<file path="config.mk">
export PLATFORM = sky130hd
export DESIGN_NAME = seic_counter
export DESIGN_NICKNAME = d
export VERILOG_FILES = /design/src/seic_pkg.sv /design/src/seic_counter.sv
export VERILOG_INCLUDE_DIRS = /design/src
export SDC_FILE = /design/constraint.sdc
export NUM_CORES = 1
export LEC_CHECK = 0
export ABC_AREA = 1
export ABC_CLOCK_PERIOD_IN_PS = 13900
export BUFFER_PORTS_ARGS = -buffer_cell sky130_fd_sc_hd__clkbuf_2
export CAP_MARGIN = 10
export CORE_AREA = 2 2 212 214
export DETAILED_ROUTE_END_ITERATION = 16
export DIE_AREA = 0 0 214 216
export PLACE_DENSITY = 0.75
export RECOVER_POWER = 25
export SLEW_MARGIN = 20
export SYNTH_ARGS = -nofsm -noshare
export SYNTH_HDL_FRONTEND = slang
export SYNTH_SLANG_ARGS = --single-unit
</file>
<file path="constraint.sdc">
create_clock -name clk_sys_i -period 13.9 [get_ports clk_sys_i]
set_input_delay 2.085 -clock clk_sys_i [delete_from_list [all_inputs] [get_ports clk_sys_i]]
set_output_delay 2.085 -clock clk_sys_i [all_outputs]
set_load 0.05 [all_outputs]
</file>
<file path="src/seic_map.svh">
// timing counts, scaling factors and per-period limits of the secondary encoder input
//
// Notes on behaviour
// - count edges, sample counter every servo period
// - scale counts, carry fractional remainder forward
// - clamp per-period counts, carry excess forward
// - quadrature counts every edge of both channels
// - leading channel sets quadrature count direction
// - one index pulse per index position
// - every step pulse counts, spurious included
// - quadrature filter rejects short glitches
// - reduced variant lacks step up/down
// - plain output quadrature, modulo output any format
// - scale 1..32767, base value means 1:1
`ifndef SEIC_MAP_SVH
`define SEIC_MAP_SVH

// ----------------------------------------------------------------------
// timing
// ----------------------------------------------------------------------
`define SEIC_CLK_NS      40
`define SEIC_PERIOD_NS   120000
`define SEIC_PERIOD_CYC  (`SEIC_PERIOD_NS / `SEIC_CLK_NS)
`define SEIC_FILT_CYC    2'h3
`define SEIC_STEP_GAP    6'h28
`define SEIC_STEP_HALF   6'h14

// ----------------------------------------------------------------------
// scaling and limits
// ----------------------------------------------------------------------
`define SEIC_FRAC_W      10
`define SEIC_SCALE_MAX   15'h7FFF
`define SEIC_SCALE_MIN   15'h0001
`define SEIC_MAX_POS     24'sh00001F
`define SEIC_MAX_NEG     24'shFFFFE0

`endif

</file>
<file path="src/seic_pkg.sv">
// types shared by the secondary encoder input logic
package seic_pkg;

  typedef enum logic [1:0] {
    SEIC_FMT_SD,
    SEIC_FMT_UD,
    SEIC_FMT_QUAD
  } seic_fmt_t;

  typedef logic signed [15:0] seic_cnt_t;
  typedef logic signed [23:0] seic_acc_t;

endpackage

</file>
<file path="src/seic_counter.sv">
// secondary encoder input counter, scaler and encoder output generator
`timescale 1ns/100ps
`include "seic_map.svh"

module seic_counter
  import seic_pkg::*;
(
  input  wire logic               clk_sys_i,
  input  wire logic               sys_rst_i,
  input  wire logic               enc_a_i,
  input  wire logic               enc_b_i,
  input  wire logic               enc_idx_i,
  input  wire seic_fmt_t          in_fmt_i,
  input  wire logic               full_variant_i,
  input  wire logic        [15:0] scale_i,
  input  wire seic_fmt_t          out_fmt_i,
  output logic                    servo_tick_o,
  output logic signed      [5:0]  motion_cnt_o,
  output logic                    motion_vld_o,
  output logic signed      [31:0] motion_pos_o,
  output logic                    index_o,
  output logic                    fmt_err_o,
  output logic                    enc_out_a_o,
  output logic                    enc_out_b_o,
  output logic                    enc_out_idx_o,
  output logic                    mod_out_a_o,
  output logic                    mod_out_b_o
);

  // ----------------------------------------------------------------------
  // servo period divider
  // ----------------------------------------------------------------------
  localparam logic [11:0] PERIOD_LAST = 12'(`SEIC_PERIOD_CYC - 1);

  logic [11:0] div_cnt;
  wire         tick = (div_cnt == PERIOD_LAST);

  always_ff @(posedge clk_sys_i) begin
    if (sys_rst_i || tick) begin
      div_cnt <= 12'h000;
    end else begin
      div_cnt <= div_cnt + 12'h001;
    end
  end

  // ----------------------------------------------------------------------
  // input conditioning
  // ----------------------------------------------------------------------
  // step formats see the raw lines so no pulse is dropped; quadrature
  // sees the filtered copy so a short glitch never reaches the decoder
  wire  [2:0] raw = {enc_idx_i, enc_b_i, enc_a_i};
  logic [2:0] raw_q;
  logic [2:0] filt;
  logic [2:0] filt_q;

  genvar ch;
  generate
    for (ch = 0; ch < 3; ch = ch + 1) begin : g_filt
      logic [1:0] stab;
      always_ff @(posedge clk_sys_i) begin
        if (sys_rst_i) begin
          stab     <= 2'h0;
          filt[ch] <= 1'b0;
        end else if (raw[ch] == filt[ch]) begin
          stab <= 2'h0;
        end else if (stab == `SEIC_FILT_CYC - 2'h1) begin
          stab     <= 2'h0;
          filt[ch] <= raw[ch];
        end else begin
          stab <= stab + 2'h1;
        end
      end
    end
  endgenerate

  always_ff @(posedge clk_sys_i) begin
    if (sys_rst_i) begin
      raw_q  <= 3'h0;
      filt_q <= 3'h0;
    end else begin
      raw_q  <= raw;
      filt_q <= filt;
    end
  end

  // ----------------------------------------------------------------------
  // format decode
  // ----------------------------------------------------------------------
  wire a_rise   = raw[0] & ~raw_q[0];
  wire b_rise   = raw[1] & ~raw_q[1];
  wire fmt_sd   = (in_fmt_i == SEIC_FMT_SD);
  wire fmt_ud   = (in_fmt_i == SEIC_FMT_UD) & full_variant_i;
  wire fmt_quad = (in_fmt_i == SEIC_FMT_QUAD);
  wire fmt_ok   = fmt_sd | fmt_ud | fmt_quad;

  // a single changed channel is one quarter step; both at once is illegal
  wire q_chg = (filt[0] ^ filt_q[0]) ^ (filt[1] ^ filt_q[1]);
  wire q_fwd = filt_q[0] ^ filt[1];

  wire sd_up = a_rise & raw[1];
  wire sd_dn = a_rise & ~raw[1];
  wire ud_up = a_rise & ~b_rise;
  wire ud_dn = b_rise & ~a_rise;

  wire cnt_up = (fmt_sd & sd_up) | (fmt_ud & ud_up) | (fmt_quad & q_chg & q_fwd);
  wire cnt_dn = (fmt_sd & sd_dn) | (fmt_ud & ud_dn) | (fmt_quad & q_chg & ~q_fwd);

  // index uses the filtered line in quadrature, the raw line otherwise
  wire idx_now  = fmt_quad ? filt[2] : raw[2];
  wire idx_prev = fmt_quad ? filt_q[2] : raw_q[2];
  wire idx_rise = idx_now & ~idx_prev & fmt_ok;

  // ----------------------------------------------------------------------
  // free running edge counter and period sampling
  // ----------------------------------------------------------------------
  seic_cnt_t hw_cnt;
  seic_cnt_t last_smp;

  always_ff @(posedge clk_sys_i) begin
    if (sys_rst_i) begin
      hw_cnt <= 16'sh0000;
    end else if (cnt_up) begin
      hw_cnt <= hw_cnt + 16'sh0001;
    end else if (cnt_dn) begin
      hw_cnt <= hw_cnt - 16'sh0001;
    end
  end

  // difference of two samples wraps cleanly while the rate stays in range
  wire seic_cnt_t smp_diff = hw_cnt - last_smp;

  // ----------------------------------------------------------------------
  // scaling with fractional carry
  // ----------------------------------------------------------------------
  logic [`SEIC_FRAC_W-1:0] frac;
  seic_acc_t               backlog;

  wire [14:0] scale_lo  = scale_i[14:0];
  wire [14:0] scale_eff = (scale_lo < `SEIC_SCALE_MIN) ? `SEIC_SCALE_MIN
                                                        : (scale_lo & `SEIC_SCALE_MAX);

  wire signed [31:0] prod  = 32'(smp_diff) * $signed({17'h00000, scale_eff});
  wire signed [31:0] total = prod + $signed({22'h000000, frac});
  wire signed [21:0] whole = total[31:`SEIC_FRAC_W];

  // ----------------------------------------------------------------------
  // per-period limit with excess carried forward
  // ----------------------------------------------------------------------
  wire seic_acc_t pend    = backlog + {{2{whole[21]}}, whole};
  wire            too_hi  = (pend > `SEIC_MAX_POS);
  wire            too_lo  = (pend < `SEIC_MAX_NEG);
  wire seic_acc_t applied = too_hi ? `SEIC_MAX_POS : (too_lo ? `SEIC_MAX_NEG : pend);

  always_ff @(posedge clk_sys_i) begin
    if (sys_rst_i) begin
      last_smp <= 16'sh0000;
      frac     <= '0;
      backlog  <= 24'sh000000;
    end else if (tick) begin
      last_smp <= hw_cnt;
      frac     <= total[`SEIC_FRAC_W-1:0];
      backlog  <= pend - applied;
    end
  end

  always_ff @(posedge clk_sys_i) begin
    if (sys_rst_i) begin
      motion_cnt_o <= 6'sh00;
      motion_vld_o <= 1'b0;
      motion_pos_o <= 32'sh00000000;
      servo_tick_o <= 1'b0;
    end else begin
      servo_tick_o <= tick;
      motion_vld_o <= tick;
      if (tick) begin
        motion_cnt_o <= applied[5:0];
        motion_pos_o <= motion_pos_o + {{8{applied[23]}}, applied};
      end
    end
  end

  // ----------------------------------------------------------------------
  // status and index
  // ----------------------------------------------------------------------
  always_ff @(posedge clk_sys_i) begin
    if (sys_rst_i) begin
      fmt_err_o <= 1'b0;
      index_o   <= 1'b0;
    end else begin
      fmt_err_o <= ~fmt_ok;
      index_o   <= idx_rise;
    end
  end

  // ----------------------------------------------------------------------
  // encoder output generator
  // ----------------------------------------------------------------------
  // replays the applied counts one step per gap; 75 steps fit a period
  logic signed [7:0] out_pend;
  logic        [5:0] gap_cnt;
  logic        [1:0] qpos;
  logic              step_act;
  logic              dir_out;

  wire       emit     = (gap_cnt == 6'h00) & (out_pend != 8'sh00);
  wire       emit_fwd = ~out_pend[7];
  wire [7:0] tick_add = tick ? applied[7:0] : 8'h00;
  wire [7:0] emit_sub = emit ? (emit_fwd ? 8'h01 : 8'hFF) : 8'h00;

  always_ff @(posedge clk_sys_i) begin
    if (sys_rst_i) begin
      out_pend <= 8'sh00;
      gap_cnt  <= 6'h00;
      qpos     <= 2'h0;
      step_act <= 1'b0;
      dir_out  <= 1'b1;
    end else begin
      out_pend <= out_pend + $signed(tick_add) - $signed(emit_sub);
      if (emit) begin
        gap_cnt  <= `SEIC_STEP_GAP - 6'h01;
        step_act <= 1'b1;
        dir_out  <= emit_fwd;
        qpos     <= emit_fwd ? qpos + 2'h1 : qpos - 2'h1;
      end else begin
        if (gap_cnt != 6'h00) begin
          gap_cnt <= gap_cnt - 6'h01;
        end
        if (gap_cnt == `SEIC_STEP_HALF) begin
          step_act <= 1'b0;
        end
      end
    end
  end

  // gray sequence 00,01,11,10 going forward
  wire q_a = qpos[1];
  wire q_b = qpos[1] ^ qpos[0];

  wire mod_a = (out_fmt_i == SEIC_FMT_SD) ? step_act
             : (out_fmt_i == SEIC_FMT_UD) ? (step_act & dir_out) : q_a;
  wire mod_b = (out_fmt_i == SEIC_FMT_SD) ? dir_out
             : (out_fmt_i == SEIC_FMT_UD) ? (step_act & ~dir_out) : q_b;

  always_ff @(posedge clk_sys_i) begin
    if (sys_rst_i) begin
      enc_out_a_o   <= 1'b0;
      enc_out_b_o   <= 1'b0;
      enc_out_idx_o <= 1'b0;
      mod_out_a_o   <= 1'b0;
      mod_out_b_o   <= 1'b0;
    end else begin
      enc_out_a_o   <= q_a;
      enc_out_b_o   <= q_b;
      enc_out_idx_o <= idx_rise;
      mod_out_a_o   <= mod_a;
      mod_out_b_o   <= mod_b;
    end
  end

endmodule

</file>
==> results.md <==
* Status: completed
* Ys async rst share at 0%
* Starting Density at 49.6%
* Buf/Inv on CP at 14
* Max Root-Sink Buffers at 2
* Crit. End Element: flop
* Total global routing overflow at 0
* Avg WL per Cell at 14.1 um
* Vias post-DR at 18900
* Final WS setup at 1.08 ns
* Final slew viol count at 0
* Sequential element share of the synthesized area at 14.4%
* Syn Area/Cell at 7.18 um^2
* Reg2reg end: out_pend[7]
* Clock Latency Late Sink at 0.46 ns
* Largest net degree at the start of global routing at 50
* F_max at 0.0780 GHz
* IO Port Bufs at 71
* DRC errors left at 0
* N_diodes at 0
* Synthesis Warnings at 0
* Post-CTS Hold Buffers at 0
* Layout Skew at 0.0178 ns
* Slowest-stage cell, CP: fa_1
* TritonCTS clock tree: yes
* First-iteration detailed-routing DRC count at 1166
* First-pass GRT wire length at 89900 um
* Synth top area share at 24.6%
* Family with the most delay on the worst path: adder cells
* # rows at 77
* TritonCTS Buffers at 17
* Max_cap viols at 0
* Nets at 3595
* Worst setup path end: out_pend[7]
* Worst R2R Setup Slack at 1.08 ns
* Drt first pass iters at 5
* Final HPWL DP at 43000 um
* Worst reg2reg path depth at 79
* CTS root buf: clkbuf_16
* Final hold violation count at 0
* Synth area leader: fa_1
* Worst R2R Start: hw_cnt[0]
* Startpoint Class: flop
* CTS H-tree depth at 4
* Fin crit share at 92.2%
* Worst min path class: reg2reg
* Die ar. at 0.0462 mm^2
* Worst Setup SP: hw_cnt[0]
* Layout cells sized above 1 at 5.03%
* Vias in the first global route at 18600
* Synth area leaders: fa_1, dfxtp_1, ha_1, nand2_1, inv_1
* CP max FO at 7
* Initial antenna violation count at 0
* Area added between synthesis and finish at 7.38%
* Min cycle time layout at 12.82 ns
* Arr. time, crit path at 13.18 ns
* Pre-CTS setup slack at 0.968 ns
* Setup TNS at 0 ns
* Slew margin rel. at 31.9%
* Total global-route track usage at 23.7%
* Worst path depth at 79
* Synthesized Nets at 3540
* Post-synthesis register bit count at 156
* Total I/O pin count at 73
* Die Y at 216 um
* Routed Antenna Nets at 0
* # fillers at 4264
* GP Congestion at 0.947
* RSZ-0062 raised after global routing: false
* Post-synth cell types at 59
* Required @ worst endpoint at 14.26 ns
* Mapped Cells at 3032
* DRT Wirelength at 52200 um
* Worst Tran Pin Value at 1.02 ns
* Number of synthesized flops with an enable pin at 0
* Syn Std Cell Area at 0.0218 mm^2
* Post-synth top flop: dfxtp_1
* CP peak stage delay at 0.58 ns
* CP Class: reg2reg
* # clock sinks at 156
* Setup Viol. Count Final at 0
* CP dominant cell by count: nand2_1
* Clk slew on worst S/H paths at 0.08 ns
* Vias per inst at 5.11
* Core ar. at 0.0438 mm^2
* Die width at 214 um
## metrics by stage
step / hold WS (ns) / instances / cell area (um^2) / utilization (%)
6_report: 0.410 / 3692 / 23400 / 53.3
4_1_cts: 0.414 / 3692 / 23400 / 53.4
3_3_place_gp: 0.400 / 3660 / 22800 / 51.9
2_1_floorplan: 0.393 / 3032 / 21800 / -
3_5_place_dp: 0.402 / 3660 / 22800 / 51.9
5_1_grt: 0.424 / 3692 / 23400 / 53.3
## registers in the layout, indices dropped and copies added (netlist names), 8 cells and up
name / flops
backlog: 24
div_cnt: 12
frac: 10
hw_cnt: 16
last_smp: 16
motion_pos_o: 32
out_pend: 8
## synth_stat cells (7+ instances only)
| library cell | instances |
|---|---|
| nor3_1 | 27 |
| clkbuf_1 | 41 |
| nand3b_1 | 8 |
| nor2_1 | 302 |
| a21o_1 | 9 |
| inv_1 | 649 |
| nand3_1 | 97 |
| xnor2_1 | 31 |
| a31oi_1 | 16 |
| nand4_1 | 23 |
| a22o_1 | 7 |
| o21a_1 | 9 |
| ha_1 | 215 |
| fa_1 | 267 |
| o21ai_0 | 137 |
| xor2_1 | 35 |
| nand2_1 | 677 |
| dfxtp_1 | 156 |
| nor4_1 | 10 |
| or2_2 | 14 |
| a21oi_1 | 176 |
| nand2_2 | 13 |
| o22ai_1 | 8 |
| inv_2 | 7 |
| o21ai_1 | 12 |
| clkinv_1 | 7 |
## worst reg2reg max path: cells and delay by family, from the launching register on
| family | cells | cell delay [ns] |
|---|---|---|
| simple gates | 40 | 4.28 |
| fa+ha+maj | 12 | 5.30 |
| xor+xnor | 2 | 0.34 |
| compound gates | 11 | 1.29 |
| buf+inv | 14 | 1.12 |
| flops | 1 | 0.38 |
## layer usage
layer,GRT usage (%),vias to the layer above,wire [um]
li1,-,9506,-
met1,31.7,8769,23600
met2,39.1,492,24200
met3,4.23,84,3050
met4,7.30,0,1330
met5,0,-,0
## cells in the final DEF (no fill, tap or decap), types with 27 or more instances in the layout
| cell | count |
|---|---|
| clkbuf_2 | 44 |
| a21oi_1 | 176 |
| clkbuf_1 | 28 |
| nand3_1 | 97 |
| nor2_1 | 302 |
| nand2_1 | 676 |
| inv_1 | 649 |
| nor3_1 | 27 |
| fa_1 | 267 |
| dfxtp_1 | 156 |
| ha_1 | 215 |
| xor2_1 | 35 |
| o21ai_0 | 137 |
| xnor2_1 | 31 |
## kinds of logic (layout without fill, tap and decap cells)
family	after synthesis	in the layout	synth area share [%]
AND/OR/NAND/NOR	1194	1194	22.8
buffers and inverters	714	782	12.4
adder cells (fa/ha/maj)	482	482	36.9
AO/OA/AOI/OAI	419	419	10.8
flip-flops	156	156	14.4
XOR/XNOR	67	67	2.73
## cell type report
| class | instances | area, um^2 | area share [%] |
|---|---|---|---|
| multi-input cells | 2162 | 15900 | 68.2 |
| flip-flops and latches | 156 | 3120 | 13.4 |
| inverters | 664 | 2490 | 10.7 |
| well taps | 592 | 741 | 3.17 |
| repair buffers | 86 | 438 | 1.87 |
| clock buffers | 18 | 429 | 1.84 |
| clock inverters | 14 | 198 | 0.846 |
## how the worst min path moves through the flow
stage,endpoint,start,cells past startpoint
after floorplan,g_filt[0].stab[0],g_filt[0].stab[0],1
after global placement,g_filt[0].stab[0],g_filt[0].stab[0],1
after detailed placement,g_filt[2].stab[0],g_filt[2].stab[0],1
after CTS,g_filt[0].stab[0],g_filt[0].stab[0],1
after global routing,g_filt[0].stab[0],g_filt[0].stab[0],1
final,g_filt[0].stab[0],g_filt[0].stab[0],1
## repair_timing
item / 4_1_cts / 5_1_grt
setup buffers: 0 / 0
gates resized for setup: 0 / 2
setup endpoints to repair: 0 / 1
Power is not shown: default switching activity piles up to over one toggle a cycle in this logic, so the estimate is an artifact.
